--- src/core/frr_pkg.sv ---
package frr_pkg;

    // register byte offsets (one aligned word each)
    localparam logic [7:0] OFS_NV_CFG    = 8'h00;
    localparam logic [7:0] OFS_NV_DLP    = 8'h04;
    localparam logic [7:0] OFS_NV_BOOT   = 8'h08;
    localparam logic [7:0] OFS_NV_PWD    = 8'h0c;
    localparam logic [7:0] OFS_PROT_OPT  = 8'h10;
    localparam logic [7:0] OFS_VCFG      = 8'h14;
    localparam logic [7:0] OFS_VPROT     = 8'h18;
    localparam logic [7:0] OFS_VPWD      = 8'h1c;
    localparam logic [7:0] OFS_VDLP      = 8'h20;
    localparam logic [7:0] OFS_VBOOT     = 8'h24;
    localparam logic [7:0] OFS_ECC_STAT  = 8'h28;
    localparam logic [7:0] OFS_ECC_CNT   = 8'h2c;
    localparam logic [7:0] OFS_ADDR_TRAP = 8'h30;
    localparam logic [7:0] OFS_DICHK     = 8'h34;
    localparam logic [7:0] OFS_STATUS    = 8'h38;

    // protection option field positions
    localparam int OPT_PWD_SEL  = 0;
    localparam int OPT_PERS_LO  = 1;
    localparam int OPT_PERS_HI  = 2;
    localparam int OPT_DYB_INIT = 4;

    // volatile protection field positions
    localparam int VPROT_PPB = 0;
    localparam int VPROT_DYB = 1;

    // status field positions
    localparam int ST_ARMED   = 0;
    localparam int ST_KIND_LO = 1;
    localparam int ST_KIND_HI = 2;

    // reset values of nonvolatile copies and cleared registers
    localparam logic [31:0] RST_NV_CFG   = 32'h0000_0000;
    localparam logic [7:0]  RST_NV_DLP   = 8'h00;
    localparam logic [31:0] RST_NV_BOOT  = 32'h0000_0000;
    localparam logic [31:0] RST_NV_PWD   = 32'hffff_ffff;
    localparam logic [7:0]  RST_PROT_OPT = 8'h00;
    localparam logic [31:0] CLR_WORD     = 32'h0000_0000;
    localparam logic [31:0] PWD_HIDDEN   = 32'hffff_ffff;

    // command codes of the software reset pair
    localparam logic [7:0] CMD_RESET_ENABLE  = 8'h66;
    localparam logic [7:0] CMD_RESET_EXECUTE = 8'h99;

    // signalling reset: pulse count value at the last of the four chip-select pulses
    localparam logic [1:0] SIG_LAST_PULSE = 2'h3;

    // ahb encodings
    localparam logic [1:0] HTRANS_NONSEQ = 2'h2;
    localparam logic [2:0] HSIZE_WORD    = 3'h2;

    typedef enum logic [1:0] {KIND_NONE, KIND_POR, KIND_HW, KIND_SW} frr_kind_e;

endpackage

--- src/core/frr_sig_detect.sv ---
`timescale 1ns/1ps
// spots the four chip-select pulse signalling reset with alternating dq0
module frr_sig_detect (
    input  wire logic I_CLOCK,
    input  wire logic I_RST_B,
    input  wire logic i_cs_b,
    input  wire logic i_dq0,
    output logic      o_fire
);
    import frr_pkg::*;

    logic       cs_prev_ff;
    logic       dq_seen_ff;
    logic [1:0] cnt_ff;
    logic       fire_ff;
    logic       cs_rise;
    logic       dq_ok;
    logic [1:0] nxt_cnt;
    logic       nxt_fire;

    // dq0 must be low on pulses 1 and 3, high on 2 and 4
    assign cs_rise  = i_cs_b & ~cs_prev_ff;
    assign dq_ok    = (dq_seen_ff == cnt_ff[0]);
    assign nxt_fire = cs_rise & dq_ok & (cnt_ff == SIG_LAST_PULSE);
    // a wrong level restarts; a low level counts as a fresh first pulse
    assign nxt_cnt  = !cs_rise ? cnt_ff :
                      dq_ok    ? cnt_ff + 2'h1 :
                      (dq_seen_ff ? 2'h0 : 2'h1);

    // dq0 is latched while select is low so the rising edge sees it
    always_ff @(posedge I_CLOCK or negedge I_RST_B)
    begin
        if (!I_RST_B)
        begin
            cs_prev_ff <= 1'b1;
            dq_seen_ff <= 1'b0;
            cnt_ff     <= 2'h0;
            fire_ff    <= 1'b0;
        end
        else
        begin
            cs_prev_ff <= i_cs_b;
            dq_seen_ff <= i_cs_b ? dq_seen_ff : i_dq0;
            cnt_ff     <= nxt_cnt;
            fire_ff    <= nxt_fire;
        end
    end

    assign o_fire = fire_ff;
endmodule

--- src/core/frr_reload.sv ---
`timescale 1ns/1ps
// reset-time reload of volatile registers, reached over ahb-lite
module frr_reload (
    input  wire logic        I_CLOCK,
    input  wire logic        I_RST_B,
    // reset indications
    input  wire logic        I_POR,
    input  wire logic        I_HW_RST,
    input  wire logic        I_CS_B,
    input  wire logic        I_DQ0,
    input  wire logic        I_CMD_VALID,
    input  wire logic [7:0]  I_CMD,
    // ahb-lite slave
    input  wire logic        I_HSEL,
    input  wire logic [31:0] I_HADDR,
    input  wire logic [1:0]  I_HTRANS,
    input  wire logic        I_HWRITE,
    input  wire logic [2:0]  I_HSIZE,
    input  wire logic [31:0] I_HWDATA,
    input  wire logic        I_HREADY,
    output logic      [31:0] O_HRDATA,
    output logic             O_HREADYOUT,
    output logic             O_HRESP,
    // block state
    output logic      [31:0] O_CFG,
    output logic             O_PPB_LOCK,
    output logic             O_DYB_ACCESS,
    output logic             O_RESET_PULSE,
    output frr_pkg::frr_kind_e O_RESET_KIND
);
    import frr_pkg::*;

    // nonvolatile copies, writable by software
    logic [31:0] nv_cfg_ff;
    logic [7:0]  nv_dlp_ff;
    logic [31:0] nv_boot_ff;
    logic [31:0] nv_pwd_ff;
    logic [7:0]  prot_opt_ff;
    // volatile registers under reset policy
    logic [31:0] vcfg_ff;
    logic        ppb_lock_ff;
    logic        dyb_acc_ff;
    logic [31:0] vpwd_ff;
    logic [7:0]  vdlp_ff;
    logic [31:0] vboot_ff;
    logic [7:0]  ecc_stat_ff;
    logic [15:0] ecc_cnt_ff;
    logic [31:0] addr_trap_ff;
    logic [31:0] dichk_ff;
    // reset sequencing state
    logic        por_pend_ff;
    logic        armed_ff;
    logic        pulse_ff;
    frr_kind_e   kind_ff;
    // bus state
    logic        wr_pend_ff;
    logic        rd_pend_ff;
    logic [7:0]  addr_ff;
    logic [31:0] hrdata_ff;
    logic        hready_ff;

    logic        sig_fire;
    logic        por_evt;
    logic        hw_evt;
    logic        sw_evt;
    logic        full_evt;
    logic        any_evt;
    frr_kind_e   nxt_kind;
    logic        nxt_armed;
    logic        bus_take;
    logic        take_wr;
    logic        take_rd;
    logic        ppb_init;
    logic        dyb_init;
    logic [31:0] pwd_init;
    logic [31:0] wdata;

    // write strobe for one register offset in the write data phase
    function automatic logic wr_hit(input logic [7:0] ofs);
        wr_hit = wr_pend_ff && (addr_ff == ofs);
    endfunction

    // read value of one register offset; unmapped reads return zero
    function automatic logic [31:0] rd_mux(input logic [7:0] ofs);
        logic [31:0] v;
        v = CLR_WORD;
        unique case (ofs)
            OFS_NV_CFG:    v = nv_cfg_ff;
            OFS_NV_DLP:    v = {24'h000000, nv_dlp_ff};
            OFS_NV_BOOT:   v = nv_boot_ff;
            OFS_NV_PWD:    v = nv_pwd_ff;
            OFS_PROT_OPT:  v = {24'h000000, prot_opt_ff};
            OFS_VCFG:      v = vcfg_ff;
            OFS_VPROT:     v = {30'h00000000, dyb_acc_ff, ppb_lock_ff};
            OFS_VPWD:      v = vpwd_ff;
            OFS_VDLP:      v = {24'h000000, vdlp_ff};
            OFS_VBOOT:     v = vboot_ff;
            OFS_ECC_STAT:  v = {24'h000000, ecc_stat_ff};
            OFS_ECC_CNT:   v = {16'h0000, ecc_cnt_ff};
            OFS_ADDR_TRAP: v = addr_trap_ff;
            OFS_DICHK:     v = dichk_ff;
            OFS_STATUS:    v = {29'h00000000, kind_ff, armed_ff};
            default:       v = CLR_WORD;
        endcase
        return v;
    endfunction

    // signalling sequence on the serial pins
    frr_sig_detect u_sig (
        .I_CLOCK (I_CLOCK),
        .I_RST_B (I_RST_B),
        .i_cs_b  (I_CS_B),
        .i_dq0   (I_DQ0),
        .o_fire  (sig_fire)
    );

    // three separate indications, power-on first, software last
    assign por_evt  = I_POR | por_pend_ff;
    assign hw_evt   = I_HW_RST | sig_fire;
    assign sw_evt   = I_CMD_VALID & (I_CMD == CMD_RESET_EXECUTE) & armed_ff;
    assign full_evt = por_evt | hw_evt;
    assign any_evt  = full_evt | sw_evt;
    assign nxt_kind = por_evt ? KIND_POR :
                      hw_evt  ? KIND_HW  :
                      sw_evt  ? KIND_SW  : kind_ff;

    // the enable only survives until the next command of any kind or a power-on, pin or signalling reset
    assign nxt_armed = full_evt    ? 1'b0 :
                       I_CMD_VALID ? (I_CMD == CMD_RESET_ENABLE) : armed_ff;

    // protection defaults derived from the option bits
    assign ppb_init = (prot_opt_ff[OPT_PERS_HI:OPT_PERS_LO] != 2'h1);
    assign dyb_init = prot_opt_ff[OPT_DYB_INIT];
    // password is readable only in persistent mode with the select bit set
    assign pwd_init = (prot_opt_ff[OPT_PERS_HI] & prot_opt_ff[OPT_PWD_SEL]) ?
                      nv_pwd_ff : PWD_HIDDEN;

    // bus address phase: only whole-word single transfers are decoded
    assign bus_take = I_HSEL & I_HREADY & (I_HTRANS == HTRANS_NONSEQ) &
                      (I_HSIZE == HSIZE_WORD);
    assign take_wr  = bus_take & I_HWRITE;
    assign take_rd  = bus_take & ~I_HWRITE;
    assign wdata    = I_HWDATA;

    // reset sequencing flops
    always_ff @(posedge I_CLOCK or negedge I_RST_B)
    begin
        if (!I_RST_B)
        begin
            por_pend_ff <= 1'b1;    // first cycle after release is power-on
            armed_ff    <= 1'b0;
            pulse_ff    <= 1'b0;
            kind_ff     <= KIND_NONE;
        end
        else
        begin
            por_pend_ff <= 1'b0;
            armed_ff    <= nxt_armed;
            pulse_ff    <= any_evt;
            kind_ff     <= nxt_kind;
        end
    end

    // ahb slave: writes end with no wait, reads take one wait state
    // the wait keeps read data from a flop and sees a preceding write
    always_ff @(posedge I_CLOCK or negedge I_RST_B)
    begin
        if (!I_RST_B)
        begin
            wr_pend_ff <= 1'b0;
            rd_pend_ff <= 1'b0;
            addr_ff    <= 8'h00;
            hrdata_ff  <= CLR_WORD;
            hready_ff  <= 1'b1;
        end
        else
        begin
            wr_pend_ff <= take_wr;
            rd_pend_ff <= take_rd;
            addr_ff    <= bus_take ? I_HADDR[7:0] : addr_ff;
            hrdata_ff  <= rd_pend_ff ? rd_mux(addr_ff) : hrdata_ff;
            hready_ff  <= ~take_rd;
        end
    end

    // nonvolatile copies: software owned, untouched by any reset event
    always_ff @(posedge I_CLOCK or negedge I_RST_B)
    begin
        if (!I_RST_B)
        begin
            nv_cfg_ff   <= RST_NV_CFG;
            nv_dlp_ff   <= RST_NV_DLP;
            nv_boot_ff  <= RST_NV_BOOT;
            nv_pwd_ff   <= RST_NV_PWD;
            prot_opt_ff <= RST_PROT_OPT;
        end
        else
        begin
            nv_cfg_ff   <= wr_hit(OFS_NV_CFG)   ? wdata       : nv_cfg_ff;
            nv_dlp_ff   <= wr_hit(OFS_NV_DLP)   ? wdata[7:0]  : nv_dlp_ff;
            nv_boot_ff  <= wr_hit(OFS_NV_BOOT)  ? wdata       : nv_boot_ff;
            nv_pwd_ff   <= wr_hit(OFS_NV_PWD)   ? wdata       : nv_pwd_ff;
            prot_opt_ff <= wr_hit(OFS_PROT_OPT) ? wdata[7:0]  : prot_opt_ff;
        end
    end

    // configuration: reloaded on every reset, read-only to software
    always_ff @(posedge I_CLOCK or negedge I_RST_B)
    begin
        if (!I_RST_B)
            vcfg_ff <= RST_NV_CFG;
        else
            vcfg_ff <= any_evt ? nv_cfg_ff : vcfg_ff;
    end

    // protection: set from option bits on full resets only
    // a software reset falls through to the bus path and keeps the value
    always_ff @(posedge I_CLOCK or negedge I_RST_B)
    begin
        if (!I_RST_B)
        begin
            ppb_lock_ff <= 1'b0;
            dyb_acc_ff  <= 1'b0;
            vpwd_ff     <= PWD_HIDDEN;
        end
        else if (full_evt)
        begin
            ppb_lock_ff <= ppb_init;
            dyb_acc_ff  <= dyb_init;
            vpwd_ff     <= pwd_init;
        end
        else
        begin
            ppb_lock_ff <= wr_hit(OFS_VPROT) ? wdata[VPROT_PPB] : ppb_lock_ff;
            dyb_acc_ff  <= wr_hit(OFS_VPROT) ? wdata[VPROT_DYB] : dyb_acc_ff;
            vpwd_ff     <= vpwd_ff;
        end
    end

    // learning pattern and boot word: reload on full resets only
    always_ff @(posedge I_CLOCK or negedge I_RST_B)
    begin
        if (!I_RST_B)
        begin
            vdlp_ff  <= RST_NV_DLP;
            vboot_ff <= RST_NV_BOOT;
        end
        else if (full_evt)
        begin
            vdlp_ff  <= nv_dlp_ff;
            vboot_ff <= nv_boot_ff;
        end
        else
        begin
            vdlp_ff  <= wr_hit(OFS_VDLP)  ? wdata[7:0] : vdlp_ff;
            vboot_ff <= wr_hit(OFS_VBOOT) ? wdata      : vboot_ff;
        end
    end

    // error tracking and integrity check: cleared by every reset kind
    // a bus write in the same cycle as a reset is lost on purpose
    always_ff @(posedge I_CLOCK or negedge I_RST_B)
    begin
        if (!I_RST_B)
        begin
            ecc_stat_ff  <= 8'h00;
            ecc_cnt_ff   <= 16'h0000;
            addr_trap_ff <= CLR_WORD;
            dichk_ff     <= CLR_WORD;
        end
        else if (any_evt)
        begin
            ecc_stat_ff  <= 8'h00;
            ecc_cnt_ff   <= 16'h0000;
            addr_trap_ff <= CLR_WORD;
            dichk_ff     <= CLR_WORD;
        end
        else
        begin
            ecc_stat_ff  <= wr_hit(OFS_ECC_STAT)  ? wdata[7:0]  : ecc_stat_ff;
            ecc_cnt_ff   <= wr_hit(OFS_ECC_CNT)   ? wdata[15:0] : ecc_cnt_ff;
            addr_trap_ff <= wr_hit(OFS_ADDR_TRAP) ? wdata       : addr_trap_ff;
            dichk_ff     <= wr_hit(OFS_DICHK)     ? wdata       : dichk_ff;
        end
    end

    // outputs straight from flops; the response is always okay
    assign O_HRDATA      = hrdata_ff;
    assign O_HREADYOUT   = hready_ff;
    assign O_HRESP       = 1'b0;
    assign O_CFG         = vcfg_ff;
    assign O_PPB_LOCK    = ppb_lock_ff;
    assign O_DYB_ACCESS  = dyb_acc_ff;
    assign O_RESET_PULSE = pulse_ff;
    assign O_RESET_KIND  = kind_ff;
endmodule

--- config.mk ---
export PLATFORM = sky130hd
export DESIGN_NAME = frr_reload
export DESIGN_NICKNAME = d
export VERILOG_FILES = /design/src/core/frr_pkg.sv /design/src/core/frr_sig_detect.sv /design/src/core/frr_reload.sv
export SDC_FILE = /design/constraint.sdc
export NUM_CORES = 1
export LEC_CHECK = 0
export BUFFER_PORTS_ARGS = -buffer_cell sky130_fd_sc_hd__buf_4
export CORE_MARGIN = 4
export CORE_UTILIZATION = 56
export DETAILED_ROUTE_END_ITERATION = 7
export PLACE_DENSITY_LB_ADDON = 0.15
export SLEW_MARGIN = 30
export SYNTH_ARGS = -nofsm -noshare
export SYNTH_HDL_FRONTEND = slang
export SYNTH_SLANG_ARGS = --single-unit
--- constraint.sdc ---
create_clock -name I_CLOCK -period 5.95 [get_ports I_CLOCK]
set_input_delay 0.595 -clock I_CLOCK [delete_from_list [all_inputs] [get_ports I_CLOCK]]
set_output_delay 0.595 -clock I_CLOCK [all_outputs]
set_load 0.01 [all_outputs]
==> results.yml, run 1 <==
clock_tree:
  clk_path_buf_depth: 3
  clkLatencyLatePin_ns: 0.52
  root_buffer: "clkbuf_16"
  cts_setup_buffers: 0
  tritoncts: "built"
  clkTransAtPathRegs_ns: 0.06
  clock_sinks: 359
  htreeDepth: 2
  ctsHoldBuffers: 0
  numCtsBuffers: 38
  cts_resized: 0
die:
  die_area_um2: 32800
  dieWidth_um: 181
  die_h_um: 181
  io_pins: 158
  num_rows: 63
  coreArea_um2: 29600
  initial_core_util_pct: 56.7
routing:
  via_count: 13051
  wl_per_cell_um: 25.1
  vias_per_cell: 6.45
  highest_layer: "met4"
  wl_mm: 50.8
  dr_wl_met3_mm: 4.65
  met1Wirelength_mm: 21.0
  drc: 0
  drtIter0Drc: 1441
  met2WireLength_mm: 23.3
  drtAntennaViolNets: 0
  first_pass_iters: 5
power_and_ir_drop:
  p_leak_nw: 8.17
  powerDensity_nw_per_um2: 315
  finalPower_mw: 6.05
  vdd_drop_max_v: 0.000235
sta:
  setup_tns_ns: 0
  tightest_slew_ns: 1.03
  finalCritPeriodShare_pct: 60.5
  maxSlewHeadroom_pct: 30.5
  slew_viol_final: 0
  period_minus_slack_ns: 3.60
  rsz0062_at_grt: "no"
  clock.fmax_mhz: 278
  setup_viol: 0
  skew_ns: 0.0158
  hold_viol_final: 0
placed_design:
  port_buffers: 132
  dp_hpwl_mm: 30.7
  place_inst: 1955
  gp_congestion: 0.880
  placed_area_um2: 18000
worst_setup_path:
  rr_worst_depth: 5
  cp.arrival_ns: 3.99
  r2r_slack_ns: 2.35
  cp_max_fo: 39
  crit_type: "reg -> reg"
  timing.rr.end: "nv_cfg_ff[1]"
  crit_path_end_kind: "flop"
  crit_required_ns: 6.35
  start_kind: "flop"
  r2r_start: "addr_ff[4]"
yosys:
  yosysWarnings: 0
  syn-instance-count: 1525
  synth.distinct_cells: 65
  synth_edf_count: 0
  yosysSeqAreaShare_pct: 54.0
  synth_area_per_cell_um2: 11.0
  synth_top_flop_cell: "dfrtp_1"
  synth_area_um2: 16800
  async_flop_share_pct: 100
  synth-seq-cells: 359
finish:
  area_delta_synth_final_pct: 14.5
  drive_gt1_share_pct: 29.7
  fillers: 2379
  design_area_um2: 19200
  layout.nets: 1695
  antenna_cells: 0
  postLayoutCoreUtil_pct: 64.9
  finalNonFillerCells: 2022
run:
  maxCapViolCount: 0
min_path:
  min-delay-path-class: "in -> async"
global_routing:
  grt_pass1_vias: 12927
  track_usage_pct: 30.6
  gr-total-overflow: 0
  antenna_found_initial: 0
  grt_max_degree: 113
  grt_pass1_wl_mm: 78.6
run_status:
  status: "completed"
cell usage after synthesis, drive strengths merged, types with 3 or more instances:
master	number	share of area, %
a2111oi	5	0.26
a211oi	6	0.27
a21oi	98	2.9
a221oi	3	0.16
a222oi	3	0.18
a22o	15	0.78
a22oi	70	3.2
a32o	4	0.24
a32oi	5	0.26
and2	6	0.22
and3	6	0.22
buf	54	2.1
clkbuf	65	1.5
dfrtp	292	44
dfstp	67	10
ha	3	0.22
inv	6	0.13
mux2	173	12
mux2i	81	4.8
mux4	3	0.40
nand2	234	5.3
nand2b	5	0.19
nand3	28	1.3
nor2	106	2.4
nor2b	4	0.15
nor3	40	1.2
nor3b	4	0.18
nor4	5	0.31
nor4b	5	0.46
nor4bb	5	0.30
o21ai	60	1.8
o221ai	7	0.37
o22a	4	0.21
o22ai	20	0.75
o2bb2ai	16	0.83
flip-flops by register name, summed over array words and instances, names as in the netlist, 16 cells and up:
register	flops
O_CFG	32
O_HRDATA	32
addr_trap_ff	32
dichk_ff	32
nv_boot_ff	32
nv_cfg_ff	32
nv_pwd_ff	32
vboot_ff	32
vpwd_ff	32
ecc_cnt_ff	16
where the power goes:
part | total (mW) | internal (mW) | switching [mW]
combinational | 0.911 | 0.362 | 0.548
sequential | 2.73 | 2.60 | 0.134
clock | 2.41 | 1.44 | 0.969
total | 6.05 | 4.40 | 1.65
through the flow:
stage,hold WS [ns],setup slack [ns]
finish,0.121,2.35
global route,0.177,2.32
CTS,0.146,2.45
detailed placement,0.474,2.47
global placement,0.471,2.47
floorplan,0.299,3.92
cell families after synthesis:
kind of cell               share of synthesized area, %
and+or+nand+nor                                    12.6
AOI/OAI and AO/OA                                  12.6
adders and majority gates                         0.224
other                                            0.0223
DFF                                                54.0
muxes                                              16.8
buffers and inverters                              3.70
worst max path at each step:
stage	slack, ns	to	start	cells after the start
2_1_floorplan	3.92	ecc_stat_ff[0]	I_CMD[1]	7
3_3_place_gp	2.47	nv_cfg_ff[0]	addr_ff[4]	5
3_5_place_dp	2.47	nv_cfg_ff[1]	addr_ff[4]	5
4_1_cts	2.45	nv_cfg_ff[1]	addr_ff[4]	5
5_1_grt	2.32	O_HRDATA[28]	addr_ff[4]	7
6_report	2.35	nv_cfg_ff[1]	addr_ff[4]	5
layer usage:
metal / vias up / global-route usage (%)
met3: 130 / 5.74
met4: 0 / 10.0
met5: - / 0
met2: 715 / 47.5
li1: 5638 / -
met1: 6568 / 43.8
worst max-delay path, stage by stage (launching register included):
cell and delay, ns:
dfrtp_2 0.40, buf_4 0.35, nor4_4 0.97, buf_4 0.48
nand3_4 0.67, mux2_1 0.58
area by class of cell:
type                       count  area (µm²)  share of cell area [%]
tap                          390         488                    2.54
inverter                       6        22.5                   0.117
clock inverter                14         181                   0.944
timing repair buffer         158        1210                    6.27
clock buffer                  53        1080                    5.61
sequential                   359        9070                    47.2
multi-input combinational   1042        7180                    37.4
placed cells by master, fill, tap and decap left out, drive strengths merged, types with 6 or more instances in the layout:
master | synthesis | final
dfrtp | 292 | 292
nand2 | 234 | 234
mux2 | 173 | 173
buf | 54 | 158
nor2 | 106 | 106
a21oi | 98 | 98
mux2i | 81 | 81
a22oi | 70 | 70
dfstp | 67 | 67
o21ai | 60 | 60
clkbuf | 65 | 53
nor3 | 40 | 40
nand3 | 28 | 28
o22ai | 20 | 20
o2bb2ai | 16 | 16
a22o | 15 | 15
o221ai | 7 | 7
inv | 6 | 7
a211oi | 6 | 6
clkinv | 0 | 6
and2 | 6 | 6
and3 | 6 | 6
Power figures use the tool's default switching activity.
==> run 2: changes to the inputs <==
Settings changed: CORE_UTILIZATION 56 to 54.
Clock period 5.95 ns to 3.16 ns, I/O delays scaled along.
==> run 2 against run 1 <==
Net effect: global-route usage grew 0.22 points; combinational power is 98% higher; final cell count is 2.9% higher; utilization about the same; register-to-register slack got worse by 1.8 ns; critical path depth rose by 1; final area increased by 3.5%; count of clock-buffer cells in the layout rose by 1; via count increased by 0.81%; first-iteration DRC count shrank 6.2%; highest routed layer unchanged.
==> results.yml, run 2 (synthesis gave the netlist of run 1 again) <==
sta:
  period_minus_slack_ns: 2.63
  finalCritPeriodShare_pct: 83.2
  maxSlewHeadroom_pct: 37.5
  slew_viol_final: 0
  hold_viol_final: 0
  rsz0062_at_grt: "no"
  skew_ns: 0.0134
  setup_viol: 0
  tightest_slew_ns: 0.938
  setup_tns_ns: 0
  clock.fmax_mhz: 380
global_routing:
  grt_max_degree: 92
  antenna_found_initial: 0
  gr-total-overflow: 0
  grt_pass1_wl_mm: 79.9
  track_usage_pct: 30.8
  grt_pass1_vias: 13149
die:
  io_pins: 158
  die_area_um2: 34000
  die_h_um: 184
  num_rows: 64
  initial_core_util_pct: 54.8
  coreArea_um2: 30700
  dieWidth_um: 184
worst_setup_path:
  start_kind: "flop"
  r2r_slack_ns: 0.53
  cp-startpoint: "addr_ff[2]"
  cp.arrival_ns: 3.09
  crit_required_ns: 3.63
  crit_type: "reg -> reg"
  crit_path_end_kind: "flop"
  cp_max_fo: 12
  r2r_start: "addr_ff[2]"
clock_tree:
  root_buffer: "clkbuf_16"
  clkLatencyLatePin_ns: 0.53
  numCtsBuffers: 39
  clk_path_buf_depth: 3
  clock_sinks: 359
  cts_resized: 0
  htreeDepth: 2
  clkTransAtPathRegs_ns: 0.06
  tritoncts: "built"
finish:
  design_area_um2: 19900
  antenna_cells: 0
  area_delta_synth_final_pct: 18.5
  layout_common_cells: "dfrtp_1, nand2_1, buf_4"
  layout.nets: 1745
  mostFrequentLayoutCell: "dfrtp_1"
  fillers: 2401
  drive_gt1_share_pct: 31.8
routing:
  via_count: 13157
  first_pass_iters: 6
  drc: 0
  wl_mm: 52.4
  drtIter0Drc: 1352
  drtAntennaViolNets: 0
  wl_per_cell_um: 25.2
  vias_per_cell: 6.32
run_status:
  status: "completed"
run:
  maxCapViolCount: 0
min_path:
  min_from: "I_HWRITE"
  min-delay-path-class: "in -> reg"
power_and_ir_drop:
  finalPower_mw: 11.9
  p_leak_nw: 8.56
  powerDensity_nw_per_um2: 600
  vdd_drop_max_v: 0.000383
placed_design:
  placed_area_um2: 18500
  port_buffers: 132
  gp_congestion: 0.884
  dp_hpwl_mm: 33.1
run 2: final timing paths:
kind,to,depth (start not counted)
min in group asynchronous,vboot_ff[7],2
max in group asynchronous,O_HREADYOUT,3
worst max register to register,O_HRDATA[22],6
worst min-delay path,wr_pend_ff,2
worst min register to register,u_sig.cnt_ff[1],2
worst max-delay path,O_HRDATA[22],6
run 2: layer usage:
| metal | wire [µm] | global-route usage (%) | vias up |
|---|---|---|---|
| li1 | - | - | 5731 |
| met1 | 21600 | 43.9 | 6600 |
| met2 | 23900 | 47.5 | 677 |
| met3 | 4620 | 5.07 | 149 |
| met4 | 2290 | 12.5 | 0 |
| met5 | 0 | 0 | - |
run 2: repair_timing:
action                    4_1_cts  5_1_grt
setup buffers                   0        0
hold buffers                    2        0
hold endpoints to repair       69        0
run 2: metrics by stage:
stage / setup slack, ns / hold slack (ns) / cells / utilization, %
after CTS: 0.544 / 0.00549 / 2081 / 64.9
after global placement: 0.585 / 0.406 / 2008 / 60.2
after global routing: 0.364 / 0.0123 / 2081 / 64.9
final: 0.531 / 0.0173 / 2081 / 64.9
after detailed placement: 0.589 / 0.401 / 2008 / 60.2
after floorplan: 1.21 / 0.0204 / 1526 / -
run 2: cell type report:
cell class / count / area, µm² / share of cell area (%)
sequential: 359 / 9070 / 45.6
clock inverter: 17 / 264 / 1.33
inverter: 6 / 22.5 / 0.113
timing repair buffer: 207 / 1720 / 8.63
tap: 396 / 495 / 2.49
multi-input combinational: 1042 / 7180 / 36.1
clock buffer: 54 / 1150 / 5.80
run 2: critical path: stages, from the launching register on:
cell     delay (ns)
dfrtp_1        0.74
or4b_2         0.67
nor2_2         0.54
buf_4          0.29
a22oi_1        0.08
nand3_1        0.11
a22o_1         0.14
run 2: report_power, final:
group	internal (mW)	switching, mW	leakage [nW]
sequential	4.89	0.244	4.40
clock	3.13	1.88	0.707
combinational	0.741	1.06	3.45
